--- src/design/pcf_pkg.sv ---
package pcf_pkg;

	// Frame classes, also the bit order of the enable field and hit outputs.
	typedef enum logic [1:0] {
		PCF_GCP = 2'b00,
		PCF_PCP = 2'b01,
		PCF_GPP = 2'b10,
		PCF_PPP = 2'b11
	} pcf_class_t;

	localparam int PCF_NCLASS = 4;

	// Register byte offsets.
	localparam logic [7:0] PCF_OFF_ENABLE = 8'h00;
	localparam logic [7:0] PCF_OFF_CHECKS = 8'h04;
	localparam logic [7:0] PCF_OFF_SA_LO = 8'h08;
	localparam logic [7:0] PCF_OFF_SA_HI = 8'h0c;
	localparam logic [7:0] PCF_OFF_MC_LO = 8'h10;
	localparam logic [7:0] PCF_OFF_MC_HI = 8'h14;
	localparam logic [7:0] PCF_OFF_UC_LO = 8'h18;
	localparam logic [7:0] PCF_OFF_UC_HI = 8'h1c;
	localparam logic [7:0] PCF_OFF_ETYPE_CTRL = 8'h20;
	localparam logic [7:0] PCF_OFF_ETYPE_PAUSE = 8'h24;
	localparam logic [7:0] PCF_OFF_OPC_GCP = 8'h28;
	localparam logic [7:0] PCF_OFF_OPC_PCP = 8'h2c;
	localparam logic [7:0] PCF_OFF_OPC_PAUSE = 8'h30;
	localparam logic [7:0] PCF_OFF_STATUS = 8'h34;

	// Per-class check bits inside CHECKS; class c uses bits c*8 upward.
	localparam int PCF_CHK_STRIDE = 8;
	localparam int PCF_CHK_MCAST = 0;
	localparam int PCF_CHK_UCAST = 1;
	localparam int PCF_CHK_SA = 2;
	localparam int PCF_CHK_ETYPE = 3;
	localparam int PCF_CHK_OPCODE = 4;
	localparam int PCF_CHK_WIDTH = 5;

	// Field positions of 32-bit words carrying two 16-bit values.
	localparam int PCF_LO16 = 0;
	localparam int PCF_HI16 = 16;
	// Status fields: last good frame's class hits and count of good frames.
	localparam int PCF_ST_HITS = 0;
	localparam int PCF_ST_COUNT = 16;

	localparam logic [31:0] PCF_RST_WORD = 32'h0000_0000;
	localparam logic [3:0] PCF_RST_ENABLE = 4'h0;
	localparam logic [47:0] PCF_BCAST_ADDR = 48'hffff_ffff_ffff;
	localparam int PCF_GROUP_BIT = 40;

	// Byte-lane merge of an APB write into a stored word.
	function automatic logic [31:0] merge(input logic [31:0] old, input logic [31:0] wd,
		input logic [3:0] strb);
		logic [31:0] res;
		res = old;
		for (int i = 0; i < 4; i++) begin
			if (strb[i]) begin
				res[i*8 +: 8] = wd[i*8 +: 8];
			end
		end
		return res;
	endfunction : merge

	function automatic logic in_range(input logic [15:0] v, input logic [15:0] lo,
		input logic [15:0] hi);
		return (v >= lo) && (v <= hi);
	endfunction : in_range

endpackage : pcf_pkg

--- src/design/pcf_addr_kind.sv ---
`timescale 1ns/1ns
// Sorts a destination address into broadcast, multicast or unicast.
module pcf_addr_kind (
	input wire logic [47:0] dest_addr, // Destination address, first octet in [47:40].
	output logic is_bcast, // All-ones address.
	output logic is_mcast, // Group address other than broadcast.
	output logic is_ucast // Individual address.
);
	always_comb begin
		is_bcast = (dest_addr == pcf_pkg::PCF_BCAST_ADDR);
		is_mcast = dest_addr[pcf_pkg::PCF_GROUP_BIT] && !is_bcast;
		is_ucast = !dest_addr[pcf_pkg::PCF_GROUP_BIT];
	end
endmodule : pcf_addr_kind

--- src/design/pcf_class_chk.sv ---
`timescale 1ns/1ns
// Applies one class's enabled checks to a received header.
module pcf_class_chk (
	input wire logic class_en, // Class recognition enabled.
	input wire logic [4:0] chk, // Check enables: mcast, ucast, sa, etype, opcode.
	input wire logic [47:0] dest_addr, // Received destination address.
	input wire logic [47:0] src_addr, // Received source address.
	input wire logic [15:0] ethertype, // Received ethertype.
	input wire logic [15:0] opcode, // Received opcode.
	input wire logic [47:0] pause_source_addr, // Configured source address.
	input wire logic [47:0] pause_multicast_dest_addr, // Configured multicast address.
	input wire logic [47:0] pause_unicast_dest_addr, // Configured unicast address.
	input wire logic [15:0] etype_cfg, // Configured ethertype.
	input wire logic [15:0] opc_min, // Lowest accepted opcode.
	input wire logic [15:0] opc_max, // Highest accepted opcode.
	output logic hit // Header belongs to this class.
);
	logic da_ok;
	logic sa_ok;
	logic et_ok;
	logic op_ok;

	always_comb begin
		// With both address checks on, a match on either one is accepted.
		if (chk[pcf_pkg::PCF_CHK_MCAST] || chk[pcf_pkg::PCF_CHK_UCAST]) begin
			da_ok = (chk[pcf_pkg::PCF_CHK_MCAST] && dest_addr == pause_multicast_dest_addr)
				|| (chk[pcf_pkg::PCF_CHK_UCAST] && dest_addr == pause_unicast_dest_addr);
		end else begin
			da_ok = 1'b1;
		end
		sa_ok = !chk[pcf_pkg::PCF_CHK_SA] || (src_addr == pause_source_addr);
		et_ok = !chk[pcf_pkg::PCF_CHK_ETYPE] || (ethertype == etype_cfg);
		op_ok = !chk[pcf_pkg::PCF_CHK_OPCODE] || pcf_pkg::in_range(opcode, opc_min, opc_max);
		hit = class_en && da_ok && sa_ok && et_ok && op_ok;
	end
endmodule : pcf_class_chk

--- src/design/pcf_classifier.sv ---
`timescale 1ns/1ns
module pcf_classifier (
	input wire logic core_clk, // Receive clock, 250 MHz.
	input wire logic rstn, // Asynchronous reset, active low.
	input wire logic psel, // APB select.
	input wire logic penable, // APB enable.
	input wire logic pwrite, // APB write.
	input wire logic [7:0] paddr, // APB byte address.
	input wire logic [31:0] pwdata, // APB write data.
	input wire logic [3:0] pstrb, // APB byte strobes.
	output logic [31:0] prdata, // APB read data.
	output logic pready, // APB ready.
	output logic pslverr, // APB error on unmapped address.
	input wire logic rx_hdr_valid, // One-cycle strobe: header fields below valid.
	input wire logic rx_fcs_good, // Frame was received good.
	input wire logic [47:0] rx_dest_addr, // Destination address.
	input wire logic [47:0] rx_src_addr, // Source address.
	input wire logic [15:0] rx_ethertype, // Ethertype.
	input wire logic [15:0] rx_opcode, // Control opcode.
	output logic [3:0] class_hit, // Pulse per class, bit order of pcf_class_t.
	output logic stat_unicast, // Pulse per good unicast frame.
	output logic stat_multicast, // Pulse per good multicast frame.
	output logic stat_broadcast // Pulse per good broadcast frame.
);
	logic [3:0] class_en;
	logic [31:0] chk_word;
	logic [47:0] pause_source_addr;
	logic [47:0] pause_multicast_dest_addr;
	logic [47:0] pause_unicast_dest_addr;
	logic [31:0] etype_ctrl;
	logic [31:0] etype_pause;
	logic [31:0] opc_gcp;
	logic [31:0] opc_pcp;
	logic [31:0] opc_pause;
	logic [3:0] last_hits;
	logic [15:0] good_count;
	logic [3:0] next_class_en;
	logic [31:0] next_chk_word;
	logic [47:0] next_pause_source_addr;
	logic [47:0] next_pause_multicast_dest_addr;
	logic [47:0] next_pause_unicast_dest_addr;
	logic [31:0] next_etype_ctrl;
	logic [31:0] next_etype_pause;
	logic [31:0] next_opc_gcp;
	logic [31:0] next_opc_pcp;
	logic [31:0] next_opc_pause;
	logic [31:0] next_prdata;
	logic wr_acc;
	logic rd_setup;
	logic mapped;
	logic [31:0] rd_word;
	logic [31:0] tmp;

	assign pready = 1'b1;
	assign wr_acc = psel && penable && pwrite;
	assign rd_setup = psel && !penable && !pwrite;

	always_comb begin
		mapped = 1'b1;
		if (paddr == pcf_pkg::PCF_OFF_ENABLE) begin
			rd_word = {28'h0000000, class_en};
		end else if (paddr == pcf_pkg::PCF_OFF_CHECKS) begin
			rd_word = chk_word;
		end else if (paddr == pcf_pkg::PCF_OFF_SA_LO) begin
			rd_word = pause_source_addr[31:0];
		end else if (paddr == pcf_pkg::PCF_OFF_SA_HI) begin
			rd_word = {16'h0000, pause_source_addr[47:32]};
		end else if (paddr == pcf_pkg::PCF_OFF_MC_LO) begin
			rd_word = pause_multicast_dest_addr[31:0];
		end else if (paddr == pcf_pkg::PCF_OFF_MC_HI) begin
			rd_word = {16'h0000, pause_multicast_dest_addr[47:32]};
		end else if (paddr == pcf_pkg::PCF_OFF_UC_LO) begin
			rd_word = pause_unicast_dest_addr[31:0];
		end else if (paddr == pcf_pkg::PCF_OFF_UC_HI) begin
			rd_word = {16'h0000, pause_unicast_dest_addr[47:32]};
		end else if (paddr == pcf_pkg::PCF_OFF_ETYPE_CTRL) begin
			rd_word = etype_ctrl;
		end else if (paddr == pcf_pkg::PCF_OFF_ETYPE_PAUSE) begin
			rd_word = etype_pause;
		end else if (paddr == pcf_pkg::PCF_OFF_OPC_GCP) begin
			rd_word = opc_gcp;
		end else if (paddr == pcf_pkg::PCF_OFF_OPC_PCP) begin
			rd_word = opc_pcp;
		end else if (paddr == pcf_pkg::PCF_OFF_OPC_PAUSE) begin
			rd_word = opc_pause;
		end else if (paddr == pcf_pkg::PCF_OFF_STATUS) begin
			rd_word = {good_count, 12'h000, last_hits};
		end else begin
			rd_word = 32'h0000_0000;
			mapped = 1'b0;
		end
		pslverr = psel && penable && !mapped;
	end

	always_comb begin
		next_class_en = class_en;
		next_chk_word = chk_word;
		next_pause_source_addr = pause_source_addr;
		next_pause_multicast_dest_addr = pause_multicast_dest_addr;
		next_pause_unicast_dest_addr = pause_unicast_dest_addr;
		next_etype_ctrl = etype_ctrl;
		next_etype_pause = etype_pause;
		next_opc_gcp = opc_gcp;
		next_opc_pcp = opc_pcp;
		next_opc_pause = opc_pause;
		next_prdata = rd_setup ? rd_word : prdata;
		tmp = 32'h0000_0000;
		if (wr_acc) begin
			if (paddr == pcf_pkg::PCF_OFF_ENABLE) begin
				tmp = pcf_pkg::merge({28'h0000000, class_en}, pwdata, pstrb);
				next_class_en = tmp[3:0];
			end else if (paddr == pcf_pkg::PCF_OFF_CHECKS) begin
				next_chk_word = pcf_pkg::merge(chk_word, pwdata, pstrb);
			end else if (paddr == pcf_pkg::PCF_OFF_SA_LO) begin
				next_pause_source_addr[31:0] =
					pcf_pkg::merge(pause_source_addr[31:0], pwdata, pstrb);
			end else if (paddr == pcf_pkg::PCF_OFF_SA_HI) begin
				tmp = pcf_pkg::merge({16'h0000, pause_source_addr[47:32]}, pwdata, pstrb);
				next_pause_source_addr[47:32] = tmp[15:0];
			end else if (paddr == pcf_pkg::PCF_OFF_MC_LO) begin
				next_pause_multicast_dest_addr[31:0] =
					pcf_pkg::merge(pause_multicast_dest_addr[31:0], pwdata, pstrb);
			end else if (paddr == pcf_pkg::PCF_OFF_MC_HI) begin
				tmp = pcf_pkg::merge({16'h0000, pause_multicast_dest_addr[47:32]}, pwdata,
					pstrb);
				next_pause_multicast_dest_addr[47:32] = tmp[15:0];
			end else if (paddr == pcf_pkg::PCF_OFF_UC_LO) begin
				next_pause_unicast_dest_addr[31:0] =
					pcf_pkg::merge(pause_unicast_dest_addr[31:0], pwdata, pstrb);
			end else if (paddr == pcf_pkg::PCF_OFF_UC_HI) begin
				tmp = pcf_pkg::merge({16'h0000, pause_unicast_dest_addr[47:32]}, pwdata,
					pstrb);
				next_pause_unicast_dest_addr[47:32] = tmp[15:0];
			end else if (paddr == pcf_pkg::PCF_OFF_ETYPE_CTRL) begin
				next_etype_ctrl = pcf_pkg::merge(etype_ctrl, pwdata, pstrb);
			end else if (paddr == pcf_pkg::PCF_OFF_ETYPE_PAUSE) begin
				next_etype_pause = pcf_pkg::merge(etype_pause, pwdata, pstrb);
			end else if (paddr == pcf_pkg::PCF_OFF_OPC_GCP) begin
				next_opc_gcp = pcf_pkg::merge(opc_gcp, pwdata, pstrb);
			end else if (paddr == pcf_pkg::PCF_OFF_OPC_PCP) begin
				next_opc_pcp = pcf_pkg::merge(opc_pcp, pwdata, pstrb);
			end else if (paddr == pcf_pkg::PCF_OFF_OPC_PAUSE) begin
				next_opc_pause = pcf_pkg::merge(opc_pause, pwdata, pstrb);
			end
		end
	end

	always_ff @(posedge core_clk or negedge rstn) begin
		if (!rstn) begin
			class_en <= pcf_pkg::PCF_RST_ENABLE;
			chk_word <= pcf_pkg::PCF_RST_WORD;
			pause_source_addr <= {16'h0000, pcf_pkg::PCF_RST_WORD};
			pause_multicast_dest_addr <= {16'h0000, pcf_pkg::PCF_RST_WORD};
			pause_unicast_dest_addr <= {16'h0000, pcf_pkg::PCF_RST_WORD};
			etype_ctrl <= pcf_pkg::PCF_RST_WORD;
			etype_pause <= pcf_pkg::PCF_RST_WORD;
			opc_gcp <= pcf_pkg::PCF_RST_WORD;
			opc_pcp <= pcf_pkg::PCF_RST_WORD;
			opc_pause <= pcf_pkg::PCF_RST_WORD;
			prdata <= pcf_pkg::PCF_RST_WORD;
		end else begin
			class_en <= next_class_en;
			chk_word <= next_chk_word;
			pause_source_addr <= next_pause_source_addr;
			pause_multicast_dest_addr <= next_pause_multicast_dest_addr;
			pause_unicast_dest_addr <= next_pause_unicast_dest_addr;
			etype_ctrl <= next_etype_ctrl;
			etype_pause <= next_etype_pause;
			opc_gcp <= next_opc_gcp;
			opc_pcp <= next_opc_pcp;
			opc_pause <= next_opc_pause;
			prdata <= next_prdata;
		end
	end

	// Per-class configured ethertype and opcode window.
	logic [15:0] cfg_etype [pcf_pkg::PCF_NCLASS];
	logic [15:0] cfg_min [pcf_pkg::PCF_NCLASS];
	logic [15:0] cfg_max [pcf_pkg::PCF_NCLASS];
	logic [3:0] hit_now;

	always_comb begin
		cfg_etype[pcf_pkg::PCF_GCP] = etype_ctrl[pcf_pkg::PCF_LO16 +: 16];
		cfg_min[pcf_pkg::PCF_GCP] = opc_gcp[pcf_pkg::PCF_LO16 +: 16];
		cfg_max[pcf_pkg::PCF_GCP] = opc_gcp[pcf_pkg::PCF_HI16 +: 16];
		cfg_etype[pcf_pkg::PCF_PCP] = etype_ctrl[pcf_pkg::PCF_HI16 +: 16];
		cfg_min[pcf_pkg::PCF_PCP] = opc_pcp[pcf_pkg::PCF_LO16 +: 16];
		cfg_max[pcf_pkg::PCF_PCP] = opc_pcp[pcf_pkg::PCF_HI16 +: 16];
		cfg_etype[pcf_pkg::PCF_GPP] = etype_pause[pcf_pkg::PCF_LO16 +: 16];
		cfg_min[pcf_pkg::PCF_GPP] = opc_pause[pcf_pkg::PCF_LO16 +: 16];
		cfg_max[pcf_pkg::PCF_GPP] = opc_pause[pcf_pkg::PCF_LO16 +: 16];
		cfg_etype[pcf_pkg::PCF_PPP] = etype_pause[pcf_pkg::PCF_HI16 +: 16];
		cfg_min[pcf_pkg::PCF_PPP] = opc_pause[pcf_pkg::PCF_HI16 +: 16];
		cfg_max[pcf_pkg::PCF_PPP] = opc_pause[pcf_pkg::PCF_HI16 +: 16];
	end

	// Each class is gated by its enable and its own check bits.
	for (genvar c = 0; c < pcf_pkg::PCF_NCLASS; c++) begin : g_class
		pcf_class_chk u_chk (
			.class_en(class_en[c]),
			.chk(chk_word[c*pcf_pkg::PCF_CHK_STRIDE +: pcf_pkg::PCF_CHK_WIDTH]),
			.dest_addr(rx_dest_addr),
			.src_addr(rx_src_addr),
			.ethertype(rx_ethertype),
			.opcode(rx_opcode),
			.pause_source_addr(pause_source_addr),
			.pause_multicast_dest_addr(pause_multicast_dest_addr),
			.pause_unicast_dest_addr(pause_unicast_dest_addr),
			.etype_cfg(cfg_etype[c]),
			.opc_min(cfg_min[c]),
			.opc_max(cfg_max[c]),
			.hit(hit_now[c])
		);
	end

	logic kind_bcast;
	logic kind_mcast;
	logic kind_ucast;

	pcf_addr_kind u_kind (
		.dest_addr(rx_dest_addr),
		.is_bcast(kind_bcast),
		.is_mcast(kind_mcast),
		.is_ucast(kind_ucast)
	);

	logic good;
	logic [3:0] next_class_hit;
	logic next_stat_unicast;
	logic next_stat_multicast;
	logic next_stat_broadcast;
	logic [3:0] next_last_hits;
	logic [15:0] next_good_count;

	always_comb begin
		good = rx_hdr_valid && rx_fcs_good;
		next_class_hit = good ? hit_now : 4'h0;
		next_stat_unicast = good && kind_ucast;
		next_stat_multicast = good && kind_mcast;
		next_stat_broadcast = good && kind_bcast;
		next_last_hits = good ? hit_now : last_hits;
		next_good_count = good ? good_count + 16'h0001 : good_count;
	end

	always_ff @(posedge core_clk or negedge rstn) begin
		if (!rstn) begin
			class_hit <= 4'h0;
			stat_unicast <= 1'b0;
			stat_multicast <= 1'b0;
			stat_broadcast <= 1'b0;
			last_hits <= 4'h0;
			good_count <= 16'h0000;
		end else begin
			class_hit <= next_class_hit;
			stat_unicast <= next_stat_unicast;
			stat_multicast <= next_stat_multicast;
			stat_broadcast <= next_stat_broadcast;
			last_hits <= next_last_hits;
			good_count <= next_good_count;
		end
	end

	function automatic logic chk_on(input logic [31:0] w, input int c, input int b);
		return w[c*pcf_pkg::PCF_CHK_STRIDE + b];
	endfunction : chk_on
endmodule : pcf_classifier

--- config.mk ---
export PLATFORM = sky130hd
export DESIGN_NAME = pcf_classifier
export DESIGN_NICKNAME = d
export VERILOG_FILES = /design/src/design/pcf_pkg.sv /design/src/design/pcf_addr_kind.sv /design/src/design/pcf_class_chk.sv /design/src/design/pcf_classifier.sv
export SDC_FILE = /design/constraint.sdc
export NUM_CORES = 1
export LEC_CHECK = 0
export BUFFER_PORTS_ARGS = -buffer_cell sky130_fd_sc_hd__buf_2
export CORE_MARGIN = 10
export CORE_UTILIZATION = 40
export CTS_CLUSTER_DIAMETER = 30
export DETAILED_ROUTE_END_ITERATION = 8
export PLACE_DENSITY = 0.69
export RECOVER_POWER = 100
export SLEW_MARGIN = 20
export SYNTH_ARGS = -nofsm -noshare
export SYNTH_HDL_FRONTEND = slang
export SYNTH_SLANG_ARGS = --single-unit
--- constraint.sdc ---
create_clock -name core_clk -period 2.6 [get_ports core_clk]
set_input_delay 0.13 -clock core_clk [delete_from_list [all_inputs] [get_ports core_clk]]
set_output_delay 0.13 -clock core_clk [all_outputs]
set_load 0.05 [all_outputs]
# Yosys cells after proc, flatten, opt, wreduce, memory -nomap -nowiden

Cells that the tools add are included.

$add $sub $neg: 1
$lt $le $gt $ge: 8
Equal/unequal tests: 21
Multiplexer cells: 33
Bitwise logic cells: 12
Reduce and logical (&&, ||, !) cells: 119

Operators with widths:

| operator                                                        | count |
|---|---|
| 32-bit two-way mux                                              | 14 |
| 48-bit == test                                                  | 3 |
| 16-bit == test                                                  | 4 |
| 16-bit >= comparator                                            | 4 |
| 16-bit less-or-equal comparator                                 | 4 |
| 15-bit AND reduction                                            | 4 |
| 14-bit AND reduction                                            | 4 |
| 13-bit AND reduction                                            | 4 |
| 48-bit == test, second input constant                           | 1 |
| 8-bit by 6-bit == test with 1-bit output, second input constant | 6 |
| 12-bit AND reduction                                            | 4 |
| 11-bit AND reduction                                            | 4 |
| 1-bit logical AND                                               | 38 |
| 9-bit AND reduction                                             | 4 |
| 8-bit by 5-bit == test with 1-bit output, second input constant | 4 |
| 7-bit AND reduction                                             | 4 |
| 1-bit logical OR                                                | 20 |
| 10-bit AND reduction                                            | 2 |
| 5-bit AND reduction                                             | 4 |
| 1-bit two-way mux                                               | 18 |
| 1-bit zero test                                                 | 17 |
| 16-bit by 1-bit adder with 16-bit output, second input constant | 1 |
| 8-bit by 4-bit == test with 1-bit output, second input constant | 2 |
| 4-bit AND reduction                                             | 4 |
| other kinds (7)                                                 | 20 |

Register bits: 399
Bits of input ports: 179
Output and inout bits: 41
Logic and storage cells: 244

# Depth between registers and ports, before layout

Gate-level depths: netlist of the first run.

Depth after elaboration: 17
Depth in mapped cells: 10
Mapped depth without buffers: 9

# Cells and area by module

A second synthesis of the first run with hierarchy kept.

Cells, all modules: 2862
Area total of the unflattened synthesis: 29328.1 um2

By module, submodules not included:

| module                               | instances | cells each | area each (um2) | seq. area each (um2) |
|---|---|---|---|---|
| pcf_classifier                       | 1         | 1510       | 18881.9         | 9984.6 |
| pcf_class_chk (g_class[1].u_chk ...) | 3         | 332        | 2585.0          | 0.0 |
| pcf_class_chk (g_class[0].u_chk)     | 1         | 338        | 2575.0          | 0.0 |
| pcf_addr_kind                        | 1         | 18         | 116.4           | 0.0 |

# Worst setup path before layout of the first run

OpenSTA, ideal clock, no wires.

Kind: input port to flip-flop
Start point: input port paddr[1]
End point: register etype_pause[0]
Setup time: 0.125 ns
Data arrival time: 1.881 ns
Data required time: 2.475 ns
Slack: 0.594 ns
Stages: 8
Path buffers: 2
Path through: or2_1 > buf_2 > nor3_1 > nand2_1 > and4_1 > buf_2 > nand2_4 > mux2_2

Longest elaborated chain between the ends: 3
Elaborated cells between the ends (all ways): 20
Those cells by class: eq/ne (9); bitwise (9); reduce/logical (2)

Ends and longest elaborated chain:

| element                                                          | line                  | source |
|---|---|---|
| start, declared                                                  | pcf_classifier.sv:8   | `input wire logic [7:0] paddr,` |
| 8-bit by 6-bit == test with 1-bit output (tied with other cells) | pcf_classifier.sv:134 | `end else if (paddr == pcf_pkg::PCF_OFF_ETYPE_CTRL) begin` |
| 1-bit inverter (no source line)                                  | --                    |  |
| 12-bit AND reduction (no source line) *                          | --                    |  |
| end signal, assigned                                             | pcf_classifier.sv:156 | `etype_pause <= pcf_pkg::PCF_RST_WORD;` |
| end signal, assigned                                             | pcf_classifier.sv:168 | `etype_pause <= next_etype_pause;` |
| end, declared                                                    | pcf_classifier.sv:31  | `logic [31:0] etype_pause;` |

Mark *: on every way between the ends. The rest lies on a longest branch, timed or not.
A chain may end at the register's enable or synchronous reset.

# Final worst setup path of the first run

Start point: input port paddr[1]
End point: output port pslverr

Longest elaborated chain between the ends: 17
Elaborated cells between the ends (all ways): 30
Those cells by class: eq/ne (13); mux (14); reduce/logical (3)

Ends and longest elaborated chain:

| element                                  | line                 | source |
|---|---|---|
| 8-bit by 6-bit == test with 1-bit output | pcf_classifier.sv:86 | `end else if (paddr == pcf_pkg::PCF_OFF_STATUS) begin` |
| 1-bit two-way mux                        | pcf_classifier.sv:86 |  |
| 1-bit two-way mux                        | pcf_classifier.sv:84 | `end else if (paddr == pcf_pkg::PCF_OFF_OPC_PAUSE) begin` |
| 1-bit two-way mux                        | pcf_classifier.sv:82 | `end else if (paddr == pcf_pkg::PCF_OFF_OPC_PCP) begin` |
| 1-bit two-way mux                        | pcf_classifier.sv:80 | `end else if (paddr == pcf_pkg::PCF_OFF_OPC_GCP) begin` |
| 1-bit two-way mux                        | pcf_classifier.sv:78 | `end else if (paddr == pcf_pkg::PCF_OFF_ETYPE_PAUSE) begin` |
| 1-bit two-way mux                        | pcf_classifier.sv:76 | `end else if (paddr == pcf_pkg::PCF_OFF_ETYPE_CTRL) begin` |
| 1-bit two-way mux                        | pcf_classifier.sv:74 | `end else if (paddr == pcf_pkg::PCF_OFF_UC_HI) begin` |
| 1-bit two-way mux                        | pcf_classifier.sv:72 | `end else if (paddr == pcf_pkg::PCF_OFF_UC_LO) begin` |
| 1-bit two-way mux                        | pcf_classifier.sv:70 | `end else if (paddr == pcf_pkg::PCF_OFF_MC_HI) begin` |
| 1-bit two-way mux                        | pcf_classifier.sv:68 | `end else if (paddr == pcf_pkg::PCF_OFF_MC_LO) begin` |
| 1-bit two-way mux                        | pcf_classifier.sv:66 | `end else if (paddr == pcf_pkg::PCF_OFF_SA_HI) begin` |
| 1-bit two-way mux                        | pcf_classifier.sv:64 | `end else if (paddr == pcf_pkg::PCF_OFF_SA_LO) begin` |
| 1-bit two-way mux                        | pcf_classifier.sv:62 | `end else if (paddr == pcf_pkg::PCF_OFF_CHECKS) begin` |
| 1-bit two-way mux *                      | pcf_classifier.sv:60 | `if (paddr == pcf_pkg::PCF_OFF_ENABLE) begin` |
| 1-bit zero test *                        | pcf_classifier.sv:92 | `pslverr = psel && penable && !mapped;` |
| 1-bit logical AND *                      | pcf_classifier.sv:92 |  |
| end, declared                            | pcf_classifier.sv:13 | `output logic pslverr,` |

Marks and branches as above.

==> impl_metrics.ini, run 1 <==
[outcome]
outcome = complete, but fails checks
violations = design-rule violations, max-capacitance violations, max-slew violations

[sta]
fin_crit_sh_pct = 98.6
final_hold_viol_count = 0
clock.fmax_mhz = 390
setup_tns_ps = 0
rsz0062_at_grt = no
finalClockSkew_ps = 22.3
fin_crit_ps = 2560
worst_pin_slew_ps = 2080
setup_violations = 0
final_max_slew_viol_count = 63
max_slew_margin_pct = -38.5

[clocking]
root_buffer = clkbuf_16
postCtsSetupBuffers = 0
path_clk_slew_ps = 50
cts_tree = yes
htree_levels = 3
numCtsBuffers = 98
cts_max_path_buffers = 3
clock_latency_ps = 650
cts_sinks = 399

[finish]
mostFrequentLayoutCell = dfrtp_1
fin_util_pct = 51.2
multi_input_area_sq_um = 11500
areaGrowthSynthToFinish_pct = 26.7
layout.nets = 2619
regArea_sq_um = 9980
final_cell_mix = dfrtp_1, mux2_2, xor2_1
fin_area_sq_um = 28300
drive_above_1_share_pct = 30.2
fill_cells = 4973

[routing]
vias_per_cell = 5.97
routed_wl_mm = 94.1
ant_nets = 0
wl_per_cell_um = 29.3
detail_route.first_pass.iterations = 9
drtIter0Drc = 2275
vias = 19200
drc = 1

[critical_path]
worst_ep_required_time_ps = 2470
cpLargestDelayFamily = simple AND/OR/NAND/NOR gates
startpoint_type = primary input
crit_chain = clkbuf_1 -> or2_0 -> nor3_1 -> clkbuf_1 -> nor4_1 -> and4_1 -> buf_2
r2r_slack_ps = 110
max_stage_delay_ps = 530
slowest_stage = nor4_1
crit_arrival_ps = 2430
r2r_cells = 10
crit_type = in2out
crit_buf_inv = 3
crit_fanout = 6
rr_endpoint = last_hits[3]$_DFFE_PN0P_
endpoint_kind = primary output
cp_common_cell = clkbuf_1
reg2reg_from = pause_multicast_dest_addr[20]$_DFFE_PN0P_

[floorplan]
pin_count = 220
core_sq_um = 55200
die_area_sq_um = 65600
dieWidth_um = 256
die_y_um = 256
num_rows = 86
initial_utilization_pct = 40.4

[synthesis]
yosys_warnings = 0
ys_ff_latch = 399
yosysTopAreaCell = dfrtp_1
synth_cell_types = 73
ys_top_cells_by_area = dfrtp_1, mux2_2, xor2_1, ha_1, nand2_1
synth_cells = 2017
synth-seq-area-share_pct = 44.8
synth_edf_count = 0
synth_top_area_share_pct = 44.8
synthFlopType = dfrtp_1
async_reset_ff_share_pct = 100
avgSynthCellArea_sq_um = 11.1
syn_nets = 2261
netlist_area_sq_um = 22300

[global_routing]
grt_max_degree = 89
grt_pass1_wl_mm = 136
grt_usage_pct = 28.0
antenna_found_initial = 8
grt_overflow = 0
first_global_vias = 19600

[pwr]
p_leak_nw = 13.8
p_int_mw = 15.5
power.density_nw_per_um2 = 731
switchingPower_mw = 5.19
seqPwrFrac_pct = 31.4
clock_power_share_pct = 61.3
p_sw_share_pct = 25.1
irDropWorstVdd_v = 0.000452
combPwrFrac_pct = 7.3

[hold_path]
hp-start = pwdata[0]
whs_path_depth = 2
min_path_type = in2reg
hold-path-endpoint = pause_source_addr[32]$_DFFE_PN0P_

[place]
place_hpwl_mm = 72.5
gp_congestion = 0.995
place_area_sq_um = 24800
io_buffers = 218

[run]
cap_violations = 1
## synth_stat cells, drive strengths merged (2+ instances only)
cell and number:
xor2 243, or4 5, o211ai 15, o21ai 83, dfrtp 399, o311a 11
o221a 4, clkbuf 56, nor2 112, nor4b 2, a21o 16, nand3 34
nand2 137, inv 71, buf 33, nand4 45, and4 3, a211oi 15
or2 3, and2 3, or4b 3, a222oi 17, a22o 15, ha 65
nand4bb 2, o221ai 29, nor2b 6, nor4 68, a21oi 75, xnor2 13
nor3 14, o2111ai 2, nand2b 2, mux2 314, a22oi 21, o21a 4
a31oi 18, a221oi 36, or3 3, and3 8
## final cells by class
type / instances / area share, %
flip-flops and latches: 399 / 35.3
inverters: 71 / 0.943
multi-input cells: 1458 / 40.7
clock buffers: 128 / 9.90
repair buffers: 347 / 7.43
diodes: 2 / 0.0177
clock inverters: 57 / 2.40
well taps: 748 / 3.31
## flip-flops by register name, summed over array words and instances, names as in the netlist, 16 cells and up
name	count
etype_pause	32
prdata	32
opc_gcp	32
opc_pcp	32
pause_source_addr	48
etype_ctrl	32
pause_multicast_dest_addr	48
chk_word	32
good_count	16
pause_unicast_dest_addr	48
opc_pause	32
## metal layers
metal / track usage (%) / routed length, um
met1: 36.9 / 38500
met2: 41.5 / 40500
met3: 6.92 / 9610
met4: 15.4 / 5390
met5: 0 / 55
## kinds of logic (layout without fill, tap and decap cells)
group	Yosys count	in the layout	synth area share (%)
AND/OR/NAND/NOR	452	452	10.9
flip-flops	399	399	44.8
AO/OA/AOI/OAI	369	369	11.4
multiplexers	315	315	16.2
XOR/XNOR	256	256	10.1
buffers and inverters	160	603	3.01
adder cells (fa/ha/maj)	65	65	3.65
other	1	3	0.0168
## worst max-delay path by stage
stage | start | endpoint | slack, ps | cells after the start
5_1_grt | paddr[1] | pslverr | 10 | 7
4_1_cts | pause_source_addr[17]$_DFFE_PN0P_ | last_hits[0]$_DFFE_PN0P_ | 10 | 9
3_3_place_gp | pause_source_addr[17]$_DFFE_PN0P_ | last_hits[0]$_DFFE_PN0P_ | 110 | 9
2_1_floorplan | paddr[1] | etype_pause[0]$_DFFE_PN0P_ | 590 | 8
3_5_place_dp | pause_source_addr[17]$_DFFE_PN0P_ | last_hits[0]$_DFFE_PN0P_ | 40 | 9
6_report | paddr[1] | pslverr | 40 | 7
## power by group through the flow
stage | logic, mW | registers (mW) | clock network [mW]
global placement | 1.43 | 6.57 | 0
floorplan | 0.528 | 6.63 | 0
CTS | 1.51 | 6.48 | 12.8
finish | 1.50 | 6.49 | 12.7
detailed placement | 1.45 | 6.58 | 0
global route | 1.59 | 6.50 | 13.1
## per-stage QoR
step	total power [mW]	worst slack, ps	hold slack, ps	instances
after floorplan	7.15	594	-166	2017
after global placement	8.00	108	157	2988
after detailed placement	8.03	41.0	168	2988
after CTS	20.7	11.3	4.28	3208
after global routing	21.2	12.7	49.0	3209
final	20.7	36.1	41.0	3210
## what timing repair did
action                                 4_1_cts  5_1_grt
resized for setup                            0        5
setup endpoints to repair                    0        7
hold buffers                                35        0
endpoints found under the hold margin      384        0
## worst register-to-register path, delay by kind of cell, from the launching register on
family | cells | cell delay (ps)
DFF | 1 | 400
buffers and inverters | 3 | 500
AOI/OAI and AO/OA | 2 | 470
xor gates and xnor gates | 1 | 570
and+or+nand+nor | 4 | 430
Note: power is estimated with default switching activity, not from simulation.
==> run 2, diff against run 1 <==
- ABC_AREA: not set -> 1
==> impl_metrics.ini, run 2 <==
[finish]
areaGrowthSynthToFinish_pct = 23.0
fin_util_pct = 49.7
layout.nets = 3511
final_cell_mix = nand2_1, dfrtp_1, o21ai_0
mostFrequentLayoutCell = nand2_1
fin_area_sq_um = 28000
fin_cells = 4099
drive_above_1_share_pct = 13.0
top_regs = pause_multicast_dest_addr (48), pause_source_addr (48), pause_unicast_dest_addr (48)

[synthesis]
synth_top_area_share_pct = 43.9
netlist_area_sq_um = 22700
yosysTopAreaCell = dfrtp_1
synth-seq-area-share_pct = 43.9
synthFlopType = dfrtp_1
avgSynthCellArea_sq_um = 7.60
syn_nets = 3235
yosysMostFrequentCell = nand2_1
synth_cell_types = 39
yosys-top-cells-count = nand2_1, dfrtp_1, o21ai_0
synth_cells = 2991
ys_ff_latch = 399
ys_top_cells_by_area = dfrtp_1, nand2_1, o21ai_0, xnor2_1, inv_1
async_reset_ff_share_pct = 100
yosys_warnings = 0
synth_edf_count = 0

[floorplan]
dieWidth_um = 258
pin_count = 220
die_y_um = 258
die_area_sq_um = 66800
initial_utilization_pct = 40.4
core_sq_um = 56300
num_rows = 87

[pwr]
switchingPower_mw = 4.89
clock_power_share_pct = 60.5
total_power_mw = 19.8
p_leak_nw = 13.5
p_sw_share_pct = 24.8
p_int_mw = 14.9
seqPwrFrac_pct = 32.6
combPwrFrac_pct = 6.9
irDropWorstVdd_v = 0.000523
power.density_nw_per_um2 = 707

[routing]
vias_per_cell = 5.43
routed_wl_mm = 88.3
detail_route.first_pass.iterations = 8
drc = 0
vias = 22300
wl_per_cell_um = 21.6
ant_nets = 0
drtIter0Drc = 2377

[global_routing]
antenna_found_initial = 4
grt_pass1_wl_mm = 132
grt_usage_pct = 25.9
grt_overflow = 0
grt_max_degree = 71
first_global_vias = 21600

[critical_path]
cpLargestDelayFamily = simple AND/OR/NAND/NOR gates
worst_ep_required_time_ps = 2470
crit_type = in2out
slowest_stage = nand2_1
crit_buf_inv = 4
r2r_cells = 10
endpoint_kind = primary output
startpoint_type = primary input
crit_arrival_ps = 2390
crit_path_end = pslverr
rr_endpoint = last_hits[0]$_DFFE_PN0P_
crit_cells = 10
reg2reg_from = pause_source_addr[22]$_DFFE_PN0P_
crit_start = paddr[6]
max_stage_delay_ps = 310
crit_fanout = 8
r2r_slack_ps = 300
crit_chain = clkbuf_2 -> inv_1 -> nand2_1 -> nor2_2 -> nand2_1 -> clkinvlp_4 -> nor2_2 -> nand4_1 -> nor4_4 -> clkbuf_4

[clocking]
clock_latency_ps = 630
htree_levels = 3
cts_sinks = 399
cts_tree = yes
root_buffer = clkbuf_16
cts_max_path_buffers = 3
numCtsBuffers = 89
path_clk_slew_ps = 50

[place]
io_buffers = 218
place_area_sq_um = 24900
gp_congestion = 1.01
dp.cells = 3921
dp_slack_ps = -9.79
place_hpwl_mm = 67.0

[sta]
whs_ps = 18.2
final_hold_viol_count = 0
fin_crit_ps = 2520
worst_pin_slew_ps = 2070
setup_violations = 0
setup_tns_ps = 0
clock.fmax_mhz = 398
fin_crit_sh_pct = 96.7
final_max_slew_viol_count = 69
max_slew_margin_pct = -37.8
finalClockSkew_ps = 19.6
fin_ws_ps = 84.6

[run]
cap_violations = 1

[outcome]
outcome = complete, but fails checks
violations = max-capacitance violations, max-slew violations

[hold_path]
min_path_type = in2reg
run 2: cell families (layout without fill, tap and decap cells):
group,Yosys count,in the layout,synth area share (%)
buffers and inverters,372,722,6.43
flip-flops,399,399,43.9
other,1,3,0.0165
XOR/XNOR,220,220,8.48
AO/OA/AOI/OAI,556,556,12.9
adder cells (fa/ha/maj),65,65,3.58
AND/OR/NAND/NOR,1378,1378,24.7
run 2: how the worst min path moves through the flow:
| stage | startpoint | end | slack, ps | cells after the start |
|---|---|---|---|---|
| 6_report | pwdata[20] | etype_ctrl[20]$_DFFE_PN0P_ | 20 | 3 |
| 3_5_place_dp | rstn | good_count[7]$_DFFE_PN0P_ | 150 | 1 |
| 2_1_floorplan | rstn | chk_word[0]$_DFFE_PN0P_ | -170 | 0 |
| 3_3_place_gp | rstn | good_count[6]$_DFFE_PN0P_ | 150 | 1 |
| 5_1_grt | pwdata[20] | pause_source_addr[20]$_DFFE_PN0P_ | 20 | 3 |
| 4_1_cts | pwdata[20] | etype_pause[20]$_DFFE_PN0P_ | 6 | 3 |
run 2: worst register-to-register path, delay by kind of cell (launching register included):
family                 cells  cell delay [ps]
XOR/XNOR                   1              180
buffers and inverters      1              290
flip-flops                 1              420
AND/OR/NAND/NOR            7              970
AO/OA/AOI/OAI              1              380
run 2: timing repair:
item | 4_1_cts | 5_1_grt
endpoints found under the setup margin | 1 | 1
buffers inserted | 0 | 5
hold buffers | 6 | 0
hold endpoints to repair | 148 | 0
resized for setup | 1 | 3
run 2: area by class of cell:
type,count,area [sq um]
diodes,2,5.00
clock buffers,108,2440
clock inverters,57,743
fillers,5484,28300
inverters,250,942
multi-input cells,2220,11200
flip-flops and latches,399,9980
well taps,756,946
repair buffers,307,1650
run 2: power by group through the flow:
stage / sequential, mW / combinational, mW / clock, mW
4_1_cts: 6.44 / 1.36 / 12.0
3_3_place_gp: 6.53 / 1.33 / 0
5_1_grt: 6.45 / 1.48 / 12.3
6_report: 6.45 / 1.36 / 12.0
2_1_floorplan: 6.55 / 0.596 / 0
3_5_place_dp: 6.53 / 1.34 / 0
run 2: per-layer routing:
| metal | GRT usage (%) | wire (um) | up-vias |
|---|---|---|---|
| li1 | - | - | 10200 |
| met1 | 33.6 | 35200 | 10500 |
| met2 | 40.6 | 39600 | 1224 |
| met3 | 7.64 | 10200 | 238 |
| met4 | 9.34 | 3250 | 4 |
| met5 | 0 | 31 | - |
